File: src/wakeup_unit_regs.svh
// Register offsets, field positions and reset values of the wakeup unit
`ifndef WAKEUP_UNIT_REGS_SVH
`define WAKEUP_UNIT_REGS_SVH

`define OFF_REGSC       12'h000
`define OFF_PIN_EDGE_LO 12'h004
`define OFF_PIN_EDGE_HI 12'h008
`define OFF_MOD_ENABLE  12'h00C
`define OFF_PIN_FLAG    12'h010
`define OFF_MOD_FLAG    12'h014
`define OFF_FILT_CFG    12'h018
`define OFF_MODE_CTRL   12'h01C

`define BIT_BUF_EN      0
`define BIT_RSVD1       1
`define BIT_REG_RUN     2
`define BIT_ISO_ACK     3
`define BIT_BG_KEEP     4
`define BIT_RSVD5       5

`define FILT_EN_BIT     7
`define FILT_PIN_LSB    0
`define FILT_PIN_MSB    3
`define FILT_EDGE_LSB   4
`define FILT_EDGE_MSB   5

`define EDGE_OFF        2'h0
`define EDGE_RISE       2'h1
`define EDGE_FALL       2'h2
`define EDGE_ANY        2'h3

`define FILT_LEN        3'h5
`define RST_WORD        32'h0000_0000
`define ERR_DATA        32'hDEAD_0000

`endif

File: src/wakeup_unit_pkg.sv
// Types shared by the wakeup unit files
package wakeup_unit_pkg;
  typedef enum logic [3:0] {
    ST_RUN  = 4'h1,
    ST_LLS  = 4'h2,
    ST_VLLS = 4'h4,
    ST_HOLD = 4'h8
  } wake_state_t;
  typedef enum logic [2:0] {
    MODE_RUN  = 3'h0,
    MODE_LLS  = 3'h1,
    MODE_VLLS = 3'h2,
    MODE_VLL0 = 3'h3
  } power_mode_t;
endpackage

File: src/wake_pin_filter.sv
// Digital filter that needs a stable pin level for a number of samples
`timescale 1ns/1ps
`include "wakeup_unit_regs.svh"
module wake_pin_filter #(
  parameter int CNT_W = 3
) (
  input  wire logic             clk_i,
  input  wire logic             nrst_i,
  input  wire logic             tick_i,
  input  wire logic             pin_i,
  input  wire logic [CNT_W-1:0] len_i,
  output logic                  level_o
);
  logic [CNT_W-1:0] cnt_reg;

  always_ff @(posedge clk_i or negedge nrst_i) begin
    if (!nrst_i) begin
      cnt_reg <= '0;
      level_o <= 1'b0;
    end else if (pin_i == level_o) begin
      cnt_reg <= '0;
    end else if (tick_i) begin
      if (cnt_reg + CNT_W'(1) >= len_i) begin
        level_o <= pin_i;
        cnt_reg <= '0;
      end else begin
        cnt_reg <= cnt_reg + CNT_W'(1);
      end
    end
  end
endmodule // wake_pin_filter

File: src/wakeup_unit.sv
// Low-leakage wakeup unit with regulator status and control over APB
// How it works
// - Bandgap keep-on holds reference in low modes
// - Isolation bit latched; write one releases pads
// - Regulator run status is read-only
// - Buffer enable bit drives reference buffer
// - Bit 1 and all bits above bit 4 read zero
// - Sixteen pins, eight modules, each enabled
// - Pins detect rising, falling or any edge
// - Two filters qualify selected wakeup pins
// - Deepest mode bypasses both filters
// - Detection only in low modes and deep recovery hold, enabled sources
// - Leak stop recovery disables unit at once
// - Deep recovery detects until isolation acknowledged
// - Leak stop wakeup exits by interrupt flow
// - Deep mode wakeup exits by reset flow
// - Outside low modes and deep recovery hold detection static, registers live
// - Filters run at once; early pin edges caught, early filter edges not
// - Entry from debug leaves unit inactive after
// - Edge code 00 off,01 rise,10 fall,11 any
// - Flags record which source caused wakeup
`timescale 1ns/1ps
`include "wakeup_unit_regs.svh"
module wakeup_unit
  import wakeup_unit_pkg::*;
#(
  parameter int NPIN  = 16,
  parameter int NMOD  = 8,
  parameter int NFILT = 2
) (
  input  wire logic            SYS_CLK_I,
  input  wire logic            NRST_I,
  input  wire logic            PSEL_I,
  input  wire logic            PENABLE_I,
  input  wire logic            PWRITE_I,
  input  wire logic [11:0]     PADDR_I,
  input  wire logic [31:0]     PWDATA_I,
  output logic      [31:0]     PRDATA_O,
  output logic                 PREADY_O,
  output logic                 PSLVERR_O,
  input  wire logic [NPIN-1:0] WAKEUP_PIN_INPUT_I,
  input  wire logic [NMOD-1:0] MODULE_WAKE_I,
  input  wire logic [2:0]      POWER_MODE_I,
  input  wire logic            DEBUG_ACTIVE_I,
  input  wire logic            REGULATOR_RUN_I,
  input  wire logic            LPO_TICK_I,
  input  wire logic            PAD_ISOLATE_SET_I,
  output logic                 WAKE_INTERRUPT_O,
  output logic                 WAKE_RESET_O,
  output logic                 PAD_ISOLATE_O,
  output logic                 BANDGAP_LOWPOWER_EN_O,
  output logic                 REFERENCE_BUFFER_EN_O
);
  localparam int NSEL = $clog2(NPIN);

  wake_state_t      state_reg;
  wake_state_t      state_next;
  logic [NPIN-1:0]  pin_meta_reg;
  logic [NPIN-1:0]  pin_sync_reg;
  logic [NPIN-1:0]  pin_prev_reg;
  logic [NMOD-1:0]  mod_meta_reg;
  logic [NMOD-1:0]  mod_sync_reg;
  logic [NPIN-1:0]  pin_eff;
  logic [NPIN-1:0]  pin_hit;
  logic [NPIN-1:0]  pin_hit_dly_reg;
  logic [NPIN-1:0]  pin_flag_reg;
  logic [NMOD-1:0]  mod_flag_reg;
  logic [31:0]      pin_edge_reg;
  logic [NMOD-1:0]  mod_enable_reg;
  logic [7:0]       filt_cfg_reg [NFILT];
  logic [NFILT-1:0] filt_level;
  logic [NFILT-1:0] filt_prev_reg;
  logic [NFILT-1:0] filt_hit;
  logic [NFILT-1:0] filt_flag_reg;
  logic             bg_keep_reg;
  logic             buf_en_reg;
  logic             iso_reg;
  logic             debug_entry_reg;
  logic             bg_req_reg;
  logic             detect_on;
  logic             bypass_filt;
  logic             any_wake;
  logic             wr_en;
  logic             rd_en;
  logic             addr_ok;
  logic             mode_low;
  logic             mode_prev_low_reg;
  logic [1:0]       run_meta_reg;

  assign mode_low = (POWER_MODE_I != 3'(MODE_RUN));
  assign bypass_filt = (POWER_MODE_I == 3'(MODE_VLL0));
  assign wr_en = PSEL_I && PENABLE_I && PWRITE_I;
  assign rd_en = PSEL_I && PENABLE_I && !PWRITE_I;
  assign PREADY_O = 1'b1;

  always_comb begin
    unique case (PADDR_I)
      `OFF_REGSC, `OFF_PIN_EDGE_LO, `OFF_PIN_EDGE_HI, `OFF_MOD_ENABLE,
      `OFF_PIN_FLAG, `OFF_MOD_FLAG, `OFF_FILT_CFG, `OFF_MODE_CTRL:
        addr_ok = 1'b1;
      default: addr_ok = 1'b0;
    endcase
  end
  assign PSLVERR_O = PSEL_I && PENABLE_I && !addr_ok;

  // Pin and module synchronisers
  always_ff @(posedge SYS_CLK_I or negedge NRST_I) begin
    if (!NRST_I) begin
      pin_meta_reg <= '0;
      pin_sync_reg <= '0;
      pin_prev_reg <= '0;
      mod_meta_reg <= '0;
      mod_sync_reg <= '0;
      run_meta_reg <= '0;
    end else begin
      pin_meta_reg <= WAKEUP_PIN_INPUT_I;
      pin_sync_reg <= pin_meta_reg;
      pin_prev_reg <= pin_sync_reg;
      mod_meta_reg <= MODULE_WAKE_I;
      mod_sync_reg <= mod_meta_reg;
      run_meta_reg <= {run_meta_reg[0], REGULATOR_RUN_I};
    end
  end

  // Per-pin edge decode
  generate
    for (genvar p = 0; p < NPIN; p++) begin : g_pin
      logic [1:0] sel;
      assign sel = pin_edge_reg[2*p +: 2];
      always_comb begin
        unique case (sel)
          `EDGE_RISE: pin_eff[p] = pin_sync_reg[p] & ~pin_prev_reg[p];
          `EDGE_FALL: pin_eff[p] = ~pin_sync_reg[p] & pin_prev_reg[p];
          `EDGE_ANY:  pin_eff[p] = pin_sync_reg[p] ^ pin_prev_reg[p];
          default:    pin_eff[p] = 1'b0;
        endcase
      end
    end
  endgenerate

  // Hold edges seen at any time in run until the next entry so they still count
  always_ff @(posedge SYS_CLK_I or negedge NRST_I) begin
    if (!NRST_I) begin
      pin_hit_dly_reg <= '0;
    end else if (detect_on || state_reg == ST_HOLD) begin
      pin_hit_dly_reg <= '0;
    end else begin
      pin_hit_dly_reg <= pin_hit_dly_reg | pin_eff;
    end
  end
  assign pin_hit = pin_eff | pin_hit_dly_reg;

  // Filters
  generate
    for (genvar f = 0; f < NFILT; f++) begin : g_filt
      logic [NSEL-1:0] fsel;
      logic [1:0]      fedge;
      logic            fpin;
      logic            fnow;
      logic            fprev;
      assign fsel  = filt_cfg_reg[f][`FILT_PIN_LSB +: NSEL];
      assign fedge = filt_cfg_reg[f][`FILT_EDGE_MSB:`FILT_EDGE_LSB];
      assign fpin  = pin_sync_reg[fsel];
      // Deepest mode: raw synchronised pin edge, filter skipped
      assign fnow  = bypass_filt ? fpin : filt_level[f];
      assign fprev = bypass_filt ? pin_prev_reg[fsel] : filt_prev_reg[f];
      wake_pin_filter #(.CNT_W(3)) u_filt (
        .clk_i   (SYS_CLK_I),
        .nrst_i  (NRST_I),
        .tick_i  (LPO_TICK_I),
        .pin_i   (fpin),
        .len_i   (`FILT_LEN),
        .level_o (filt_level[f])
      );
      always_comb begin
        unique case (fedge)
          `EDGE_RISE: filt_hit[f] = fnow & ~fprev;
          `EDGE_FALL: filt_hit[f] = ~fnow & fprev;
          `EDGE_ANY:  filt_hit[f] = fnow ^ fprev;
          default:    filt_hit[f] = 1'b0;
        endcase
      end
    end
  endgenerate

  always_ff @(posedge SYS_CLK_I or negedge NRST_I) begin
    if (!NRST_I) begin
      filt_prev_reg <= '0;
    end else begin
      filt_prev_reg <= filt_level;
    end
  end

  // Power-mode tracking
  assign detect_on = (state_reg == ST_LLS) || (state_reg == ST_VLLS);

  always_comb begin
    state_next = state_reg;
    unique case (state_reg)
      ST_RUN:
        if (mode_low && !mode_prev_low_reg) begin
          if (POWER_MODE_I == 3'(MODE_LLS))
            state_next = ST_LLS;
          else
            state_next = ST_VLLS;
        end
      ST_LLS:
        if (!mode_low)
          state_next = ST_RUN;
      ST_VLLS:
        if (!mode_low && debug_entry_reg)
          state_next = ST_RUN;
        else if (!mode_low)
          state_next = ST_HOLD;
      ST_HOLD:
        if (!iso_reg)
          state_next = ST_RUN;
      default: state_next = ST_RUN;
    endcase
  end

  always_ff @(posedge SYS_CLK_I or negedge NRST_I) begin
    if (!NRST_I) begin
      state_reg         <= ST_RUN;
      mode_prev_low_reg <= 1'b0;
      debug_entry_reg   <= 1'b0;
    end else begin
      state_reg         <= state_next;
      mode_prev_low_reg <= mode_low;
      if (state_reg == ST_RUN)
        debug_entry_reg <= DEBUG_ACTIVE_I;
    end
  end

  // Flags: set wins over software clear
  always_ff @(posedge SYS_CLK_I or negedge NRST_I) begin
    if (!NRST_I) begin
      pin_flag_reg  <= '0;
      mod_flag_reg  <= '0;
      filt_flag_reg <= '0;
    end else begin
      logic [NPIN-1:0]  pset;
      logic [NMOD-1:0]  mset;
      logic [NFILT-1:0] fset;
      pset = '0;
      mset = '0;
      fset = '0;
      if (detect_on || state_reg == ST_HOLD) begin
        pset = pin_hit;
        mset = mod_sync_reg & mod_enable_reg;
        for (int f = 0; f < NFILT; f++)
          if (filt_cfg_reg[f][`FILT_EN_BIT]) begin
            fset[f] = filt_hit[f];
          end
      end
      if (wr_en && PADDR_I == `OFF_PIN_FLAG) begin
        pin_flag_reg  <= (pin_flag_reg & ~PWDATA_I[NPIN-1:0]) | pset;
        filt_flag_reg <= (filt_flag_reg & ~PWDATA_I[16 +: NFILT]) | fset;
      end else begin
        pin_flag_reg  <= pin_flag_reg | pset;
        filt_flag_reg <= filt_flag_reg | fset;
      end
      if (wr_en && PADDR_I == `OFF_MOD_FLAG)
        mod_flag_reg <= (mod_flag_reg & ~PWDATA_I[NMOD-1:0]) | mset;
      else
        mod_flag_reg <= mod_flag_reg | mset;
    end
  end

  assign any_wake = (|pin_flag_reg) || (|mod_flag_reg) || (|filt_flag_reg);

  // Exit flow outputs
  always_ff @(posedge SYS_CLK_I or negedge NRST_I) begin
    if (!NRST_I) begin
      WAKE_INTERRUPT_O <= 1'b0;
      WAKE_RESET_O     <= 1'b0;
    end else begin
      WAKE_INTERRUPT_O <= any_wake && state_reg == ST_LLS;
      WAKE_RESET_O     <= any_wake && state_reg == ST_VLLS;
    end
  end

  // Regulator control and isolation
  always_ff @(posedge SYS_CLK_I or negedge NRST_I) begin
    if (!NRST_I) begin
      bg_keep_reg <= 1'b0;
      buf_en_reg  <= 1'b0;
      iso_reg     <= 1'b0;
    end else begin
      if (wr_en && PADDR_I == `OFF_REGSC) begin
        bg_keep_reg <= PWDATA_I[`BIT_BG_KEEP];
        buf_en_reg  <= PWDATA_I[`BIT_BUF_EN];
      end
      if (PAD_ISOLATE_SET_I)
        iso_reg <= 1'b1;
      else if (wr_en && PADDR_I == `OFF_REGSC && PWDATA_I[`BIT_ISO_ACK])
        iso_reg <= 1'b0;
    end
  end

  always_ff @(posedge SYS_CLK_I or negedge NRST_I) begin
    if (!NRST_I) begin
      bg_req_reg <= 1'b0;
    end else begin
      bg_req_reg <= !mode_low || bg_keep_reg;
    end
  end

  assign BANDGAP_LOWPOWER_EN_O = bg_req_reg;
  assign REFERENCE_BUFFER_EN_O = buf_en_reg;
  assign PAD_ISOLATE_O         = iso_reg;

  // Read mux
  always_ff @(posedge SYS_CLK_I or negedge NRST_I) begin
    if (!NRST_I) begin
      PRDATA_O <= `RST_WORD;
    end else if (PSEL_I && !PENABLE_I && !PWRITE_I) begin
      PRDATA_O <= `RST_WORD;
      unique case (PADDR_I)
        `OFF_REGSC: begin
          PRDATA_O[`BIT_BG_KEEP] <= bg_keep_reg;
          PRDATA_O[`BIT_ISO_ACK] <= iso_reg;
          PRDATA_O[`BIT_REG_RUN] <= run_meta_reg[1];
          PRDATA_O[`BIT_BUF_EN]  <= buf_en_reg;
        end
        `OFF_PIN_EDGE_LO: PRDATA_O[15:0] <= pin_edge_reg[15:0];
        `OFF_PIN_EDGE_HI: PRDATA_O[15:0] <= pin_edge_reg[31:16];
        `OFF_MOD_ENABLE:  PRDATA_O[NMOD-1:0] <= mod_enable_reg;
        `OFF_PIN_FLAG: begin
          PRDATA_O[NPIN-1:0]    <= pin_flag_reg;
          PRDATA_O[16 +: NFILT] <= filt_flag_reg;
        end
        `OFF_MOD_FLAG: PRDATA_O[NMOD-1:0] <= mod_flag_reg;
        `OFF_FILT_CFG: begin
          PRDATA_O[7:0]  <= filt_cfg_reg[0];
          PRDATA_O[15:8] <= filt_cfg_reg[1];
        end
        `OFF_MODE_CTRL: PRDATA_O[3:0] <= state_reg;
        default: PRDATA_O <= `ERR_DATA;
      endcase
    end
  end

  // Configuration registers
  always_ff @(posedge SYS_CLK_I or negedge NRST_I) begin
    if (!NRST_I) begin
      pin_edge_reg    <= `RST_WORD;
      mod_enable_reg  <= '0;
      filt_cfg_reg[0] <= 8'h00;
      filt_cfg_reg[1] <= 8'h00;
    end else if (wr_en) begin
      unique case (PADDR_I)
        `OFF_PIN_EDGE_LO: pin_edge_reg[15:0]  <= PWDATA_I[15:0];
        `OFF_PIN_EDGE_HI: pin_edge_reg[31:16] <= PWDATA_I[15:0];
        `OFF_MOD_ENABLE:  mod_enable_reg      <= PWDATA_I[NMOD-1:0];
        `OFF_FILT_CFG: begin
          filt_cfg_reg[0] <= PWDATA_I[7:0];
          filt_cfg_reg[1] <= PWDATA_I[15:8];
        end
        default: ;
      endcase
    end
  end

  // Assertions
  chk_iso_release: assert property (@(posedge SYS_CLK_I) disable iff (!NRST_I)
    (iso_reg && !PAD_ISOLATE_SET_I && wr_en && PADDR_I == `OFF_REGSC
     && PWDATA_I[`BIT_ISO_ACK]) |=> !PAD_ISOLATE_O)
    else $error("isolation not released");
  chk_lls_exit: assert property (@(posedge SYS_CLK_I) disable iff (!NRST_I)
    (state_reg == ST_LLS && !mode_low) |=> state_reg == ST_RUN)
    else $error("unit not disabled after stop exit");
  chk_irq_flow: assert property (@(posedge SYS_CLK_I) disable iff (!NRST_I)
    (state_reg == ST_LLS && any_wake) |=> WAKE_INTERRUPT_O)
    else $error("no interrupt flow");
  chk_reset_flow: assert property (@(posedge SYS_CLK_I) disable iff (!NRST_I)
    (state_reg == ST_VLLS && any_wake) |=> WAKE_RESET_O)
    else $error("no reset flow");
  chk_flag_idle: assert property (@(posedge SYS_CLK_I) disable iff (!NRST_I)
    (state_reg == ST_RUN && !wr_en) |=> $stable(mod_flag_reg))
    else $error("flag moved while idle");
  chk_flag_sticky: assert property (@(posedge SYS_CLK_I) disable iff (!NRST_I)
    (|pin_flag_reg && !wr_en) |=> |pin_flag_reg)
    else $error("flag lost");
  chk_buf_follow: assert property (@(posedge SYS_CLK_I) disable iff (!NRST_I)
    (wr_en && PADDR_I == `OFF_REGSC) |=>
    REFERENCE_BUFFER_EN_O == $past(PWDATA_I[`BIT_BUF_EN]))
    else $error("buffer enable wrong");
  chk_bg_keep: assert property (@(posedge SYS_CLK_I) disable iff (!NRST_I)
    (mode_low && bg_keep_reg) |=> BANDGAP_LOWPOWER_EN_O)
    else $error("bandgap dropped");
  chk_hold_iso: assert property (@(posedge SYS_CLK_I) disable iff (!NRST_I)
    (state_reg == ST_HOLD && iso_reg) |=> state_reg == ST_HOLD)
    else $error("left hold before acknowledge");
endmodule // wakeup_unit

File: config.mk
export PLATFORM = sky130hd
export DESIGN_NAME = wakeup_unit
export DESIGN_NICKNAME = d
export VERILOG_FILES = /design/src/wakeup_unit_pkg.sv /design/src/wake_pin_filter.sv /design/src/wakeup_unit.sv
export VERILOG_INCLUDE_DIRS = /design/src
export SDC_FILE = /design/constraint.sdc
export NUM_CORES = 1
export LEC_CHECK = 0
export ABC_AREA = 1
export BUFFER_PORTS_ARGS = -buffer_cell sky130_fd_sc_hd__buf_2
export CORE_MARGIN = 8
export CORE_UTILIZATION = 35
export DETAILED_ROUTE_END_ITERATION = 7
export HOLD_SLACK_MARGIN = 0.05
export PLACE_DENSITY = 0.56
export SYNTH_ARGS = -nofsm -noshare
export SYNTH_HDL_FRONTEND = slang
export SYNTH_SLANG_ARGS = --single-unit
File: constraint.sdc
create_clock -name SYS_CLK_I -period 5.3 [get_ports SYS_CLK_I]
set_input_delay 0.795 -clock SYS_CLK_I [delete_from_list [all_inputs] [get_ports SYS_CLK_I]]
set_output_delay 0.795 -clock SYS_CLK_I [all_outputs]
set_load 0.01 [all_outputs]
==> results_dict.tcl <==
set metrics [dict create \
    critPathLaunchType "register" \
    insertion_delay_ns 0.53 \
    synth_cell_type_count 40 \
    cts_made_buffers 24 \
    grt.overflow.total 0 \
    slew_headroom_pct 34.0 \
    ys.flop_type "dfrtp_1" \
    io_pins 119 \
    drtIter0Drc 642 \
    worstSetupPathType "register to register" \
    slowest_delay_ns 0.81 \
    path_max_fanout 19 \
    cts_hold_buffers 0 \
    grt_pass1_wl_um 45000 \
    run_status "finished, final reports clean" \
    path_cells "inv_2 > nand2_1 > nand3_1 > nand3_1 > nand2_1 > nand2_1 > nand2_1 > nand2_1 > o21ai_0 > ha_1 > or2_2 > a31oi_1 > nand3_1 > nand2_1" \
    post-route-drc-count 0 \
    maxSlewViolCount 0 \
    r2r-end "filt_flag_reg[1]" \
    routedWlPerCell_um 17.2 \
    rows 61 \
    clock_skew_ns 0.0225 \
    setup_ws_ns 2.25 \
    postCtsResizedCells 0 \
    fillers 2798 \
    final_common_cell "nand2_1" \
    largest_register_ffs 32 \
    grt_pass1_vias 7929 \
    grt_setup_unrepaired "no" \
    pre_cts_slack_ns 1.92 \
    post-route-period-util_pct 57.5 \
    reg2reg_depth 14 \
    place_hpwl_um 20100 \
    tns_ns 0 \
    mostFrequentLayoutCells "nand2_1 (288), dfrtp_1 (204), inv_1 (114), o21ai_0 (109), nand3_1 (106)" \
    yosysWarnings 0 \
    syn-instance-count 1144 \
    num_vias 7979 \
    crit_path_start "filt_cfg_reg[0]" \
    drive_above_1_share_pct 15.1 \
    initial_utilization_pct 35.4 \
    grtUsageTotal_pct 16.8 \
    synth_compound_area_share_pct 10.2 \
    cp.arrival_ns 3.52 \
    clkSinkCount 205 \
    totalWireLength_um 27900 \
    synth-xor-area-share_pct 0.178 \
    htreeDepth 1 \
    hold_viol 0 \
    cp_num_cells 14 \
    timing.hold.ws_ns 0.345 \
    cp-end-kind "register" \
    yosysSeqAreaShare_pct 52.3 \
    reg2reg_from "filt_cfg_reg[0]" \
    chipHeight_um 183 \
    synthArstFlopShare_pct 100 \
    p_leak_uw 0.00565 \
    crit_path_top_delay_cell "dfrtp_1" \
    post-route-util_pct 41.3 \
    synth_area_per_cell_um2 8.58 \
    path_common_cell "nand2_1" \
    synth_edf_count 0 \
    core_mm2 0.0277 \
    tightest_slew_ns 0.989 \
    required_ns 5.77 \
    area_growth_pct 16.6 \
    path_clk_slew_ns 0.06 \
    path_delay_family "simple AND/OR/NAND/NOR gates" \
    ant_nets 0 \
    powerDensity_mw_per_mm2 355 \
    cts_root_buf "clkbuf_16" \
    io_buffers 99 \
    ff2ff_setup_slack_ns 2.25 \
    synth_seq_cells 205 \
    synthMuxAreaShare_pct 0 \
    yosys.area_share.simple_pct 24.6 \
    hold_class "input pin to asynchronous set/reset pin" \
    ir_drop_uv 247 \
    yosys.area.top_type "dfrtp_1" \
    cts_tree "yes" \
    yosys.area.top_type_share_pct 52.0 \
    antenna_found_initial 0 \
    dr.pass1.iters 5 \
    maxCapViolCount 0 \
    setup_viol 0 \
    synth_top_family_by_area "simple AND/OR/NAND/NOR gates" \
    cp-endpoint "filt_flag_reg[1]" \
    synth_area_mm2 0.00982 \
    avgViaCountPerCell 4.90 \
    post_cts_buffers 0 \
    fp.dieW_um 183 \
    design_area_mm2 0.0114 \
    critPathBufInv 1 \
    synth.area.top_cells "dfrtp_1 (52%), nand2_1 (11%), o21ai_0 (5.6%), nand3_1 (5.4%), ha_1 (5.1%)" \
    grt_max_degree 126 \
    antenna_cells 0 \
    period_minus_slack_ns 3.05 \
    cts_buffer_depth 3 \
    nets 1352 \
    synth-adder-area-share_pct 5.10 \
    gp_congestion 0.869 \
    die-area_mm2 0.0337 \
    max_freq_mhz 328 \
    place_area_mm2 0.0106 \
]
power breakdown:
part / internal [µW] / switching [µW] / leakage (µW) / total [µW]
registers: 1680 / 60.3 / 0.00245 / 1740
clock network: 1140 / 676 / 0.000434 / 1820
logic: 156 / 351 / 0.00276 / 507
routing by layer:
metal / track usage (%) / wire [µm]
met1: 23.4 / 12900
met2: 27.2 / 13000
met3: 2.21 / 1430
met4: 4.29 / 590
met5: 0 / 0
worst min path at each step:
stage                     depth (start not counted)  slack (ns)               to
after floorplan                                   0        0.33  mod_sync_reg[0]
after global placement                            0        0.33  mod_sync_reg[1]
after detailed placement                          0        0.33  mod_sync_reg[1]
after CTS                                         1        0.35  pin_meta_reg[1]
after global routing                              1        0.34  mod_meta_reg[6]
final                                             1        0.35      PRDATA_O[0]
area by class of cell:
type                       instances  area (µm²)  share of cell area (%)
clock buffer                      30         673                    5.88
inverter                         120         450                    3.93
sequential                       205        5130                    44.8
clock inverter                    14         211                    1.85
tap                              378         473                    4.13
multi-input combinational        777        3970                    34.6
timing repair buffer             104         543                    4.74
through the flow:
stage	std cells	total power, µW
after global placement	1584	2270
after detailed placement	1584	2280
after floorplan	1147	2080
after CTS	1628	4120
after global routing	1628	4270
final	1628	4060
synthesized netlist by cell type (all sizes together) (4+ instances only):
cell    number
a21oi       21
nand4       10
nor3        20
o21a         7
dfrtp      204
nor2        86
buf         35
nor4         6
nand3      111
nand2      295
inv        120
or2          4
o21ai      143
and3b        8
ha          40
clkbuf      10
a211oi       9
cells by family after synthesis:
logic type,after synthesis
and+or+nand+nor,542
DFF,205
AOI/OAI and AO/OA,188
buffers and inverters,165
adders and majority gates,40
xor gates and xnor gates,2
other,2
No activity file was read; power rests on OpenSTA's default activity.
